## src/include/sdio_flags_defs.svh

```systemverilog
// Purpose: offsets, bit positions, reset values and counts of the flag block
// Assumes: included by its bare name
// Notes:   definitions only
`ifndef SDIO_FLAGS_DEFS_SVH
`define SDIO_FLAGS_DEFS_SVH

// register byte offsets
`define OFS_TRANSFER_STATUS 8'h34
`define OFS_FLAG_CLEAR      8'h38
`define OFS_IRQ_MASK        8'h3c

// reset values
`define RST_STATUS 24'h000000
`define RST_MASK   24'h000000

// flag bit positions
`define FLG_ATA_DONE    23
`define FLG_CARD_IRQ    22
`define FLG_RX_HAS_DATA 21
`define FLG_TX_HAS_DATA 20
`define FLG_RX_EMPTY    19
`define FLG_TX_EMPTY    18
`define FLG_RX_FULL     17
`define FLG_TX_FULL     16
`define FLG_RX_HALF     15
`define FLG_TX_HALF     14
`define FLG_RX_BUSY     13
`define FLG_TX_BUSY     12
`define FLG_CMD_BUSY    11
`define FLG_BLOCK_DONE  10
`define FLG_START_ERR   9
`define FLG_XFER_DONE   8
`define FLG_CMD_ISSUED  7
`define FLG_RESP_OK     6
`define FLG_RX_OVERRUN  5
`define FLG_TX_UNDERRUN 4
`define FLG_DATA_TMO    3
`define FLG_RESP_TMO    2
`define FLG_DATA_CRC    1
`define FLG_RESP_CRC    0

// sticky positions 23:22 and 10:0
`define STICKY_BITS 24'hc007ff

// fifo thresholds in words, timeout in card clock periods
`define FIFO_DEPTH_WORDS 32
`define FIFO_HALF_WORDS  8
`define FLOW_CTRL_MARGIN 2
`define RESP_TMO_TICKS   64

`endif

```

## src/include/sdio_flags_pkg.sv

```systemverilog
// Purpose: carrier types of the flag block
// Assumes: nothing
// Notes:   one-cycle pulses in evt_t, levels in act_t
package sdio_flags_pkg;

   // event pulses from the command and data paths
   typedef struct packed {
      logic ata_cmd_done;
      logic card_irq;
      logic block_done;
      logic start_bit_error;
      logic transfer_done;
      logic cmd_issued;
      logic resp_ok;
      logic rx_overrun;
      logic tx_underrun;
      logic data_timeout;
      logic data_crc_error;
      logic resp_crc_error;
   } evt_t;

   // activity levels
   typedef struct packed {
      logic rx_busy;
      logic tx_busy;
      logic cmd_busy;
   } act_t;

endpackage : sdio_flags_pkg

```

## src/logic/sdio_status_irq_flags.sv

```systemverilog
// Purpose: status flags, flag clear, interrupt mask and request
// Assumes: sources run on clk_i; card_tick_i pulses once per card clock
// Notes:   read data one cycle after the read strobe
`timescale 1ns/1ns
`include "sdio_flags_defs.svh"

// Behaviour
// - bits 23:22,10:0 stay set until cleared
// - bits 21:11 follow live fifo/activity state
// - status read-only, bits 31:24 read zero
// - bit 23 set on ata completion
// - bit 22 set on card interrupt
// - bits 21/20 rx/tx fifo hold data
// - bit 18 tx empty, 2 words with flow control
// - bit 17 rx full, 2 early with flow control
// - bit 15 when rx holds eight or more
// - bit 14 when tx room eight or more
// - bit 19 rx empty, bit 16 tx full
// - bits 13..11 high while activity runs
// - bit 10 set on good block
// - bit 9 set on start bit error
// - bit 8 set when data counter zero
// - bit 7 set when command sent, no response
// - bit 6 set on good response
// - bit 5 overrun, bit 4 underrun
// - bit 3 data timeout, bit 2 after 64 ticks
// - bit 1 data crc, bit 0 response crc
// - clear register write-one-clears, reserved ignored
// - mask bit one lets flag request interrupt
module sdio_status_irq_flags #(
   parameter int DEPTH = `FIFO_DEPTH_WORDS,
   parameter int LW    = $clog2(DEPTH + 1)
) (
   // clock, reset, enable
   input  wire logic                  clk_i,
   input  wire logic                  rst_n_i,
   input  wire logic                  ce_i,
   // register port
   input  wire logic [7:0]            addr_i,
   input  wire logic [31:0]           wdata_i,
   input  wire logic                  wr_i,
   input  wire logic                  rd_i,
   output logic      [31:0]           rdata_o,
   // flag sources
   input  wire sdio_flags_pkg::evt_t  evt_i,
   input  wire sdio_flags_pkg::act_t  act_i,
   input  wire logic [LW-1:0]         rx_level_i,
   input  wire logic [LW-1:0]         tx_level_i,
   input  wire logic                  flow_ctrl_en_i,
   // response timeout timing
   input  wire logic                  resp_wait_i,
   input  wire logic                  card_tick_i,
   // interrupt request
   output logic                       irq_o
);

   // thresholds at level width
   localparam logic [LW-1:0] HALF_W  = LW'(`FIFO_HALF_WORDS);
   localparam logic [LW-1:0] FULL_W  = LW'(DEPTH);
   localparam logic [LW-1:0] FC_W    = LW'(`FLOW_CTRL_MARGIN);
   localparam logic [LW-1:0] FC_FULL = LW'(DEPTH - `FLOW_CTRL_MARGIN);
   localparam logic [6:0]    TMO_END = 7'(`RESP_TMO_TICKS);

   // level comparison shared by several flags
   function automatic logic at_least(input logic [LW-1:0] lvl,
                                     input logic [LW-1:0] thr);
      at_least = (lvl >= thr);
   endfunction : at_least

   // state
   logic [23:0] sticky_r;
   logic [23:0] sticky_nxt;
   logic [23:0] mask_r;
   logic [23:0] mask_nxt;
   logic [31:0] rdata_nxt;
   logic        irq_nxt;
   logic [6:0]  tmo_cnt_r;
   logic [6:0]  tmo_cnt_nxt;

   // decode and flags
   logic [23:0] set_w;
   logic [23:0] dyn_w;
   logic [23:0] status_w;
   logic [23:0] clr_w;
   logic        hit_status_w;
   logic        hit_clear_w;
   logic        hit_mask_w;
   logic        clr_wr_w;
   logic        mask_wr_w;
   logic        tmo_hit_w;
   logic [LW-1:0] tx_room_w;

   // address decode
   assign hit_status_w = (addr_i == `OFS_TRANSFER_STATUS);
   assign hit_clear_w  = (addr_i == `OFS_FLAG_CLEAR);
   assign hit_mask_w   = (addr_i == `OFS_IRQ_MASK);
   assign clr_wr_w     = wr_i && hit_clear_w;
   assign mask_wr_w    = wr_i && hit_mask_w;

   // reserved clear positions
   // only sticky positions can be cleared
   assign clr_w = clr_wr_w ? (wdata_i[23:0] & `STICKY_BITS) : 24'h000000;

   // response timeout counter, counts card ticks while waiting
   // fixed 64 ticks
   assign tmo_hit_w = resp_wait_i && card_tick_i && (tmo_cnt_r == TMO_END - 7'h01);
   assign tmo_cnt_nxt = !resp_wait_i ? 7'h00 :
                        (card_tick_i && tmo_cnt_r != TMO_END) ? tmo_cnt_r + 7'h01 :
                        tmo_cnt_r;

   // hardware set events into sticky positions
   always_comb begin
      set_w = 24'h000000;
      set_w[`FLG_ATA_DONE]    = evt_i.ata_cmd_done;
      set_w[`FLG_CARD_IRQ]    = evt_i.card_irq;
      set_w[`FLG_BLOCK_DONE]  = evt_i.block_done;
      set_w[`FLG_START_ERR]   = evt_i.start_bit_error;
      set_w[`FLG_XFER_DONE]   = evt_i.transfer_done;
      set_w[`FLG_CMD_ISSUED]  = evt_i.cmd_issued;
      set_w[`FLG_RESP_OK]     = evt_i.resp_ok;
      set_w[`FLG_RX_OVERRUN]  = evt_i.rx_overrun;
      set_w[`FLG_TX_UNDERRUN] = evt_i.tx_underrun;
      set_w[`FLG_DATA_TMO]    = evt_i.data_timeout;
      set_w[`FLG_RESP_TMO]    = tmo_hit_w;
      set_w[`FLG_DATA_CRC]    = evt_i.data_crc_error;
      set_w[`FLG_RESP_CRC]    = evt_i.resp_crc_error;
   end

   // live flags, never latched
   assign tx_room_w = FULL_W - tx_level_i;
   always_comb begin
      dyn_w = 24'h000000;
      dyn_w[`FLG_RX_HAS_DATA] = (rx_level_i != '0);
      dyn_w[`FLG_TX_HAS_DATA] = (tx_level_i != '0);
      dyn_w[`FLG_RX_EMPTY]    = (rx_level_i == '0);
      dyn_w[`FLG_TX_FULL]     = at_least(tx_level_i, FULL_W);
      // tx empty early under flow control
      dyn_w[`FLG_TX_EMPTY]    = flow_ctrl_en_i ? !at_least(tx_level_i, FC_W + 1'b1)
                                               : (tx_level_i == '0);
      // rx full early under flow control
      dyn_w[`FLG_RX_FULL]     = flow_ctrl_en_i ? at_least(rx_level_i, FC_FULL)
                                               : at_least(rx_level_i, FULL_W);
      dyn_w[`FLG_RX_HALF]     = at_least(rx_level_i, HALF_W);
      dyn_w[`FLG_TX_HALF]     = at_least(tx_room_w, HALF_W);
      dyn_w[`FLG_RX_BUSY]     = act_i.rx_busy;
      dyn_w[`FLG_TX_BUSY]     = act_i.tx_busy;
      dyn_w[`FLG_CMD_BUSY]    = act_i.cmd_busy;
   end

   // live bits merged
   // combined status word
   assign status_w = (sticky_r & `STICKY_BITS) | (dyn_w & ~`STICKY_BITS);

   assign sticky_nxt = ((sticky_r & ~clr_w) | set_w) & `STICKY_BITS;

   assign mask_nxt = mask_wr_w ? wdata_i[23:0] : mask_r;

   // request is or of gated flags
   assign irq_nxt = |(status_w & mask_r);

   // read-only status, upper bits zero
   // clear register and unmapped offsets read zero
   assign rdata_nxt = !rd_i         ? 32'h00000000 :
                      hit_status_w  ? {8'h00, status_w} :
                      hit_mask_w    ? {8'h00, mask_r} :
                      32'h00000000;

   // flag and mask state
   always_ff @(posedge clk_i or negedge rst_n_i) begin
      if (!rst_n_i) begin
         sticky_r <= `RST_STATUS;
         mask_r   <= `RST_MASK;
      end else if (ce_i) begin
         sticky_r <= sticky_nxt;
         mask_r   <= mask_nxt;
      end
   end

   // timeout counter
   always_ff @(posedge clk_i or negedge rst_n_i) begin
      if (!rst_n_i) begin
         tmo_cnt_r <= 7'h00;
      end else if (ce_i) begin
         tmo_cnt_r <= tmo_cnt_nxt;
      end
   end

   // registered outputs; irq lags flags one cycle for a clean output
   always_ff @(posedge clk_i or negedge rst_n_i) begin
      if (!rst_n_i) begin
         rdata_o <= 32'h00000000;
         irq_o   <= 1'b0;
      end else if (ce_i) begin
         rdata_o <= rdata_nxt;
         irq_o   <= irq_nxt;
      end
   end

   // checks

   a_sticky_hold: assert property (@(posedge clk_i) disable iff (!rst_n_i)
      ($past(ce_i) && !$past(clr_wr_w)) |-> ((sticky_r & $past(sticky_r)) == $past(sticky_r)))
      else $error("sticky flag dropped without clear");

   a_live_rx_busy: assert property (@(posedge clk_i) disable iff (!rst_n_i)
      (ce_i && rd_i && hit_status_w) |=> (rdata_o[`FLG_RX_BUSY] == $past(act_i.rx_busy)))
      else $error("rx busy not live in status read");

   a_status_upper: assert property (@(posedge clk_i) disable iff (!rst_n_i)
      (ce_i && rd_i && hit_status_w) |=> (rdata_o[31:24] == 8'h00))
      else $error("status upper bits not zero");

   a_tx_empty_fc: assert property (@(posedge clk_i) disable iff (!rst_n_i)
      (flow_ctrl_en_i && tx_level_i == FC_W) |-> status_w[`FLG_TX_EMPTY])
      else $error("tx empty not set at two words");

   a_rx_full_fc: assert property (@(posedge clk_i) disable iff (!rst_n_i)
      (flow_ctrl_en_i && rx_level_i == FC_FULL - 1'b1) |-> !status_w[`FLG_RX_FULL])
      else $error("rx full set too early");

   a_rx_half_edge: assert property (@(posedge clk_i) disable iff (!rst_n_i)
      (rx_level_i == HALF_W - 1'b1) |-> !status_w[`FLG_RX_HALF])
      else $error("rx half full below eight words");

   a_resp_timeout: assert property (@(posedge clk_i) disable iff (!rst_n_i)
      (ce_i && resp_wait_i && card_tick_i && tmo_cnt_r == 7'h3f) |=> sticky_r[`FLG_RESP_TMO])
      else $error("response timeout not flagged");

   a_clear_works: assert property (@(posedge clk_i) disable iff (!rst_n_i)
      $past(ce_i && clr_wr_w) |-> ((sticky_r & $past(clr_w & ~set_w)) == 24'h000000))
      else $error("flag not cleared by write one");

   a_mask_write: assert property (@(posedge clk_i) disable iff (!rst_n_i)
      (ce_i && mask_wr_w) |=> (mask_r == $past(wdata_i[23:0])))
      else $error("mask write lost");

   a_irq_or: assert property (@(posedge clk_i) disable iff (!rst_n_i)
      ce_i |=> (irq_o == $past(|(status_w & mask_r))))
      else $error("interrupt request wrong");

   a_set_wins: assert property (@(posedge clk_i) disable iff (!rst_n_i)
      $past(ce_i) |-> ((sticky_r & $past(set_w)) == $past(set_w)))
      else $error("set event lost");

   a_rdata_idle: assert property (@(posedge clk_i) disable iff (!rst_n_i)
      (ce_i && !rd_i) |=> (rdata_o == 32'h00000000))
      else $error("read data not zero outside read");

   a_ata_done_set: assert property (@(posedge clk_i) disable iff (!rst_n_i)
      (ce_i && evt_i.ata_cmd_done) |=> sticky_r[`FLG_ATA_DONE])
      else $error("ata completion flag not set");

   a_card_irq_set: assert property (@(posedge clk_i) disable iff (!rst_n_i)
      (ce_i && evt_i.card_irq) |=> sticky_r[`FLG_CARD_IRQ])
      else $error("card interrupt flag not set");

   a_rx_data_live: assert property (@(posedge clk_i) disable iff (!rst_n_i)
      (ce_i && rd_i && hit_status_w && rx_level_i != '0) |=> rdata_o[`FLG_RX_HAS_DATA])
      else $error("rx data present not shown");

   a_tx_data_live: assert property (@(posedge clk_i) disable iff (!rst_n_i)
      (ce_i && rd_i && hit_status_w && tx_level_i != '0) |=> rdata_o[`FLG_TX_HAS_DATA])
      else $error("tx data present not shown");

   a_tx_half_room: assert property (@(posedge clk_i) disable iff (!rst_n_i)
      (tx_level_i == FULL_W - HALF_W) |-> status_w[`FLG_TX_HALF])
      else $error("tx half empty missing at eight free");

   a_rx_empty_live: assert property (@(posedge clk_i) disable iff (!rst_n_i)
      (ce_i && rd_i && hit_status_w) |=> (rdata_o[`FLG_RX_EMPTY] == ($past(rx_level_i) == '0)))
      else $error("rx empty flag wrong");

   a_tx_full_live: assert property (@(posedge clk_i) disable iff (!rst_n_i)
      (ce_i && rd_i && hit_status_w) |=> (rdata_o[`FLG_TX_FULL] == ($past(tx_level_i) == FULL_W)))
      else $error("tx full flag wrong");

   a_tx_busy_live: assert property (@(posedge clk_i) disable iff (!rst_n_i)
      (ce_i && rd_i && hit_status_w) |=> (rdata_o[`FLG_TX_BUSY] == $past(act_i.tx_busy)))
      else $error("tx busy not live in status read");

   a_cmd_busy_live: assert property (@(posedge clk_i) disable iff (!rst_n_i)
      (ce_i && rd_i && hit_status_w) |=> (rdata_o[`FLG_CMD_BUSY] == $past(act_i.cmd_busy)))
      else $error("command busy not live in status read");

   a_block_done_set: assert property (@(posedge clk_i) disable iff (!rst_n_i)
      (ce_i && evt_i.block_done) |=> sticky_r[`FLG_BLOCK_DONE])
      else $error("block done flag not set");

   a_start_err_set: assert property (@(posedge clk_i) disable iff (!rst_n_i)
      (ce_i && evt_i.start_bit_error) |=> sticky_r[`FLG_START_ERR])
      else $error("start bit error flag not set");

   a_xfer_done_set: assert property (@(posedge clk_i) disable iff (!rst_n_i)
      (ce_i && evt_i.transfer_done) |=> sticky_r[`FLG_XFER_DONE])
      else $error("transfer done flag not set");

   a_cmd_issued_set: assert property (@(posedge clk_i) disable iff (!rst_n_i)
      (ce_i && evt_i.cmd_issued) |=> sticky_r[`FLG_CMD_ISSUED])
      else $error("command sent flag not set");

   a_resp_ok_set: assert property (@(posedge clk_i) disable iff (!rst_n_i)
      (ce_i && evt_i.resp_ok) |=> sticky_r[`FLG_RESP_OK])
      else $error("response ok flag not set");

   a_overrun_set: assert property (@(posedge clk_i) disable iff (!rst_n_i)
      (ce_i && evt_i.rx_overrun) |=> sticky_r[`FLG_RX_OVERRUN])
      else $error("rx overrun flag not set");

   a_underrun_set: assert property (@(posedge clk_i) disable iff (!rst_n_i)
      (ce_i && evt_i.tx_underrun) |=> sticky_r[`FLG_TX_UNDERRUN])
      else $error("tx underrun flag not set");

   a_data_tmo_set: assert property (@(posedge clk_i) disable iff (!rst_n_i)
      (ce_i && evt_i.data_timeout) |=> sticky_r[`FLG_DATA_TMO])
      else $error("data timeout flag not set");

   a_data_crc_set: assert property (@(posedge clk_i) disable iff (!rst_n_i)
      (ce_i && evt_i.data_crc_error) |=> sticky_r[`FLG_DATA_CRC])
      else $error("data crc flag not set");

   a_resp_crc_set: assert property (@(posedge clk_i) disable iff (!rst_n_i)
      (ce_i && evt_i.resp_crc_error) |=> sticky_r[`FLG_RESP_CRC])
      else $error("response crc flag not set");

endmodule : sdio_status_irq_flags

```

## config.mk

```make
export PLATFORM = sky130hd
export DESIGN_NAME = sdio_status_irq_flags
export DESIGN_NICKNAME = d
export VERILOG_FILES = /design/src/include/sdio_flags_pkg.sv /design/src/logic/sdio_status_irq_flags.sv
export VERILOG_INCLUDE_DIRS = /design/src /design/src/include
export SDC_FILE = /design/constraint.sdc
export NUM_CORES = 1
export LEC_CHECK = 0
export BUFFER_PORTS_ARGS = -buffer_cell sky130_fd_sc_hd__buf_2
export CAP_MARGIN = 10
export CORE_MARGIN = 5
export CORE_UTILIZATION = 55
export CTS_CLUSTER_SIZE = 25
export DETAILED_ROUTE_END_ITERATION = 16
export HOLD_SLACK_MARGIN = 0.03
export PLACE_DENSITY = 0.86
export SKIP_LAST_GASP = 1
export SLEW_MARGIN = 20
export SYNTH_ARGS = -nofsm -noshare
export SYNTH_HDL_FRONTEND = slang
export SYNTH_SLANG_ARGS = --single-unit
```

## constraint.sdc

```tcl
create_clock -name clk_i -period 3.3 [get_ports clk_i]
set_clock_uncertainty 0.2 [all_clocks]
set_input_delay 0.66 -clock clk_i [delete_from_list [all_inputs] [get_ports clk_i]]
set_output_delay 0.66 -clock clk_i [all_outputs]
set_load 0.03 [all_outputs]
```

Yosys cells after proc, flatten, opt, wreduce, memory -nomap -nowiden
Cells that the tools add are included.
- bits of input ports: 75
- output and inout bits: 33
- logic and storage cells: 45
- bits in registers: 77
- bitwise gates (word level): 5
- muxes and demuxes: 8
- order comparisons: 6
- reduce and logical (&&, ||, !) cells: 13
- add/subtract/negate cells: 2
- equality and inequality tests: 6
- operators by type and width (operator ; count):
    $mux 24 ; 4
    $and 24x24->24 ; 2
    $eq 8x6->1 const B ; 3
    $not 24->24 ; 1
    $or 24x22->24 ; 1
    $or 24x24->24 ; 1
    $reduce_or 24->1 ; 1
    $mux 7 ; 2
    $ge 6x4->1 const B ; 2
    $ge 6x6->1 const B ; 2
    $logic_not 6->1 ; 2
    $reduce_bool 6->1 ; 2
    $add 7x1->7 const B ; 1
    $eq 7x6->1 const B ; 1
    $ne 7x7->1 const B ; 1
    $ge 6x2->1 const B ; 1
    $ge 6x5->1 const B ; 1
    $sub 6x6->6 const A ; 1
    $logic_and 1x1->1 ; 5
    $reduce_and 2->1 ; 2
    $mux 1 ; 2
    $ne 2x1->1 const B ; 1
    $logic_not 1->1 ; 1

Logic depth before layout (Yosys ltp)
- depth in word-level cells: 6
- mapped depth: 6
- gate-level depth less buffers: 5

Worst setup path after synthesis
No wires, ideal clock.
- path kind: input to register
- from: in rx_level_i[3]
- to: reg irq_o
- data arrival time: 1.744 ns
- setup slack: 1.214 ns
- required time: 2.958 ns
- setup time: 0.142 ns
- path buffers: 0
- stages: 4
- path through: or3_4 > a211o_1 > a2111oi_2 > a41oi_1
- longest elaborated chain between the ends: 5
- elaborated cells on any way between the ends: 9
- classes of those cells: order compare (3); mux (1); bitwise (2); reduce/logical (3)
- ends and longest elaborated chain (element ; RTL line ; source):
    start, declared ; sdio_status_irq_flags.sv:47 ; input wire logic [LW-1:0] rx_level_i,
    $ge 6x6->1 / $ge 6x5->1 (equally long branches) ; sdio_status_irq_flags.sv:67 ; at_least = (lvl >= thr);
    $mux 1 ; sdio_status_irq_flags.sv:141 ; dyn_w[`FLG_RX_FULL] = flow_ctrl_en_i ? at_least(rx_level_i, FC_FULL)
    $or 24x22->24 (*) ; sdio_status_irq_flags.sv:152 ; assign status_w = (sticky_r & `STICKY_BITS) | (dyn_w & ~`STICKY_BITS);
    $and 24x24->24 (*) ; sdio_status_irq_flags.sv:159 ; assign irq_nxt = |(status_w & mask_r);
    $reduce_or 24->1 (*) ; sdio_status_irq_flags.sv:159 ;
    end signal, assigned ; sdio_status_irq_flags.sv:195 ; irq_o <= irq_nxt;
    end, declared ; sdio_status_irq_flags.sv:54 ; output logic irq_o
Every way passes the cells marked *; elsewhere a longest branch is shown, timed or not.
A chain may end at the register's enable or synchronous reset.

Final worst setup path
- from: in addr_i[1]
- to: reg rdata_o[4]
- longest elaborated chain between the ends: 4
- elaborated cells on any way between the ends: 5
- classes of those cells: eq/ne (2); mux (3)
- ends and longest elaborated chain (element ; RTL line ; source):
    start, declared ; sdio_status_irq_flags.sv:39 ; input wire logic [7:0] addr_i,
    $eq 8x6->1 (no source line) ; - ;
    $mux 24 ; sdio_status_irq_flags.sv:165 ; hit_mask_w ? {8'h00, mask_r} :
    $mux 24 (*) ; sdio_status_irq_flags.sv:164 ; hit_status_w ? {8'h00, status_w} :
    $mux 24 (*) ; sdio_status_irq_flags.sv:163 ; assign rdata_nxt = !rd_i ? 32'h00000000 :
    end signal, assigned ; sdio_status_irq_flags.sv:194 ; rdata_o <= rdata_nxt;
    end, declared ; sdio_status_irq_flags.sv:43 ; output logic [31:0] rdata_o,
Marks and branches as above.

==> summary.md <==
| Metric | Value |
|---|---|
| Vias in the first global route | `2753` |
| Share of cells above drive strength 1 | `37.5%` |
| HP Start | `rdata_o[23]$_DFFE_PN0P_` |
| Syn. warnings | `0` |
| Post-place setup slack | `0.956 ns` |
| Reg2reg start | `tmo_cnt_r[0]$_DFFE_PN0P_` |
| Die span in x | `87.6 um` |
| Fmax | `495 MHz` |
| Post-Route WL | `8.09 mm` |
| Largest net degree at the start of global routing | `69` |
| Num rows | `28` |
| Syn avg cell area | `11.8 sq um` |
| Clk slew on worst S/H paths | `0.07 ns` |
| GRT Overall Usage | `22.6%` |
| Pwr/cell area | `410 nW/um^2` |
| CTS buffer count | `9` |
| Hold-fix buffers at CTS | `1` |
| Clock sinks | `69` |
| Post-Synthesis Cells | `281` |
| Placeable Area | `5890 sq um` |
| Diodes inserted | `0` |
| Final setup TNS | `0 ns` |
| Crit share post-route | `61.2%` |
| Fillers | `450` |
| Worst path required time | `3.35 ns` |
| Initial antenna violation count | `0` |
| Final net count | `455` |
| Yosys reg bits | `69` |
| First-pass DRT Iterations | `4` |
| Lkg Pwr | `2.01 nW` |
| H-tree lvl count | `3` |
| CTS Buffer Depth | `2` |
| IO Port Bufs | `91` |
| Final WS setup | `1.28 ns` |
| Syn-to-layout area delta | `20.9%` |
| Distinct cells, synth | `44` |
| Max-cap violations | `0` |
| Routed length per instance | `17.7 um` |
| Metal-1 WL | `3.22 mm` |
| Die height | `87.6 um` |
| Startpoint Class | `primary input` |
| Die area | `7680 sq um` |
| Crit. Startpoint | `addr_i[1]` |
| Total gr overflow | `0` |
| Post-route DRC | `0` |
| Tmin final | `2.02 ns` |
| GP Congestion | `0.815` |
| Fin. Hold Viols | `0` |
| Met2 wire length | `4.17 mm` |
| Status | `complete, no violations` |
| ANT nets after route | `0` |
| Fin. max-slew vios | `0` |
| Max incr delay on CP | `0.38 ns` |
| Drt initial violations | `99` |
| CTS tree | `done` |
| Io pins | `108` |
| Root Driver | `clkbuf_8` |
| CP max FO | `19` |
| Ys async rst share | `100%` |
| RSZ-0062 raised after global routing | `no` |
| Final setup vio count | `0` |
| VDD IR-drop max | `0.000279 V` |
| Worst reg-to-reg setup slack | `1.40 ns` |
| Critical-path cell list | `buf_2, or2_1, nor3_1, nand2_1, buf_4, o2bb2ai_1` |
| Setup bufs post-CTS | `0` |
| Hold slack final | `0.282 ns` |
| Initial core utilization | `56.3%` |
| EDFF count, synth | `0` |
| First-pass GRT wire length | `13.2 mm` |
| Top sig layer | `met4` |
| Vias | `2650` |
| Sequential cell area fraction in the yosys report | `52.1%` |
| Crit. End Element | `flop` |
| Max stage delay cell, worst path | `nor3_1` |
| Worst hold path class | `reg -> reg` |
| Top FF cell, synth | `dfrtp_1` |
| Crit path kind | `in -> reg` |
| WL met3 | `577 um` |
| Utilization after layout | `68.1%` |
| Critical Path AT | `2.07 ns` |
| Post-DP HPWL | `5.81 mm` |
| Tot Pwr | `1.64 mW` |
| Clk Latency, worst-skew pair | `0.34 ns` |
| Via density | `5.81` |
| Post-CTS sizing | `0` |
| Mapped cell area | `3310 sq um` |
[critical path, delay by kind of cell]
kind / cells / cell delay, ns
compound gates: 1 / 0.19
simple gates: 3 / 0.86
buf+inv: 2 / 0.35
[final cells by class]
class                   instances  area (sq um)  area share, %
clock inverters                 2          10.0          0.250
clock buffers                  12           155           3.87
multi-input cells             188          1450           36.2
well taps                      75          93.8           2.34
inverters                      11          41.3           1.03
flip-flops and latches         69          1730           43.1
repair buffers                 99           531           13.2
[synthesized netlist by cell type (3+ instances only)]
library cell | count | share of area (%)
dfrtp_1 | 69 | 52
mux2_2 | 24 | 8.2
mux2i_1 | 23 | 6.9
nand2_1 | 23 | 2.6
o2bb2ai_1 | 22 | 5.8
a22o_1 | 15 | 4.0
inv_1 | 10 | 1.1
buf_4 | 8 | 1.8
nor2_1 | 8 | 0.91
a22oi_1 | 7 | 1.6
nand3_1 | 6 | 0.91
a21oi_1 | 5 | 0.75
clkbuf_1 | 5 | 0.57
nand2b_1 | 4 | 0.75
nor3_1 | 4 | 0.60
o21ai_0 | 4 | 0.60
buf_2 | 3 | 0.45
nand4_1 | 3 | 0.57
[stage by stage]
step | cells | area (sq um)
6_report | 456 | 4010
3_5_place_dp | 441 | 3830
4_1_cts | 456 | 4010
3_3_place_gp | 441 | 3830
5_1_grt | 456 | 4010
2_1_floorplan | 288 | 3340
[layout by cell type, fill, tap and decap left out, types with 5 or more instances in the layout]
master | netlist | final
clkbuf_8 | 0 | 11
o2bb2ai_1 | 22 | 22
mux2i_1 | 23 | 23
inv_1 | 10 | 10
conb_1 | 1 | 8
a22oi_1 | 7 | 7
nor2_1 | 8 | 8
nand2_1 | 23 | 23
buf_4 | 8 | 6
a21oi_1 | 5 | 5
mux2_2 | 24 | 24
nand3_1 | 6 | 6
buf_2 | 3 | 91
dfrtp_1 | 69 | 69
a22o_1 | 15 | 15
[metal layers]
metal | global-route usage, % | vias to the layer above
li1 | - | 1224
met1 | 28.0 | 1324
met2 | 38.4 | 88
met3 | 5.55 | 14
met4 | 8.65 | 0
met5 | 0 | -
[cells by family after synthesis]
family | synth area share, %
AOI/OAI and AO/OA | 15.8
xor gates and xnor gates | 0.529
adders and majority gates | 1.06
buffers and inverters | 4.98
DFF | 52.1
muxes | 15.1
other | 0.113
and+or+nand+nor | 10.3
[where the power goes]
| group | internal, mW | switching, mW | total (mW) |
|---|---|---|---|
| Clock | 0.303 | 0.286 | 0.590 |
| Combinational | 0.0739 | 0.107 | 0.181 |
| Sequential | 0.860 | 0.0125 | 0.873 |
| Total | 1.24 | 0.406 | 1.64 |
[flip-flops by register name (all words and copies together) (netlist names)]
signal     flops
sticky_r      13
tmo_cnt_r      7
rdata_o       24
irq_o          1
mask_r        24
[path summary, 6_finish.rpt]
kind	cells past startpoint	endpoint
hold / removal	1	rdata_o[23]$_DFFE_PN0P_
max in group asynchronous	3	rdata_o[9]$_DFFE_PN0P_
setup / recovery	6	rdata_o[4]$_DFFE_PN0P_
hold reg to reg	1	rdata_o[23]$_DFFE_PN0P_
min in group asynchronous	2	rdata_o[2]$_DFFE_PN0P_
setup reg to reg	5	tmo_cnt_r[5]$_DFFE_PN0P_
No activity file was read; power rests on OpenSTA's default activity.
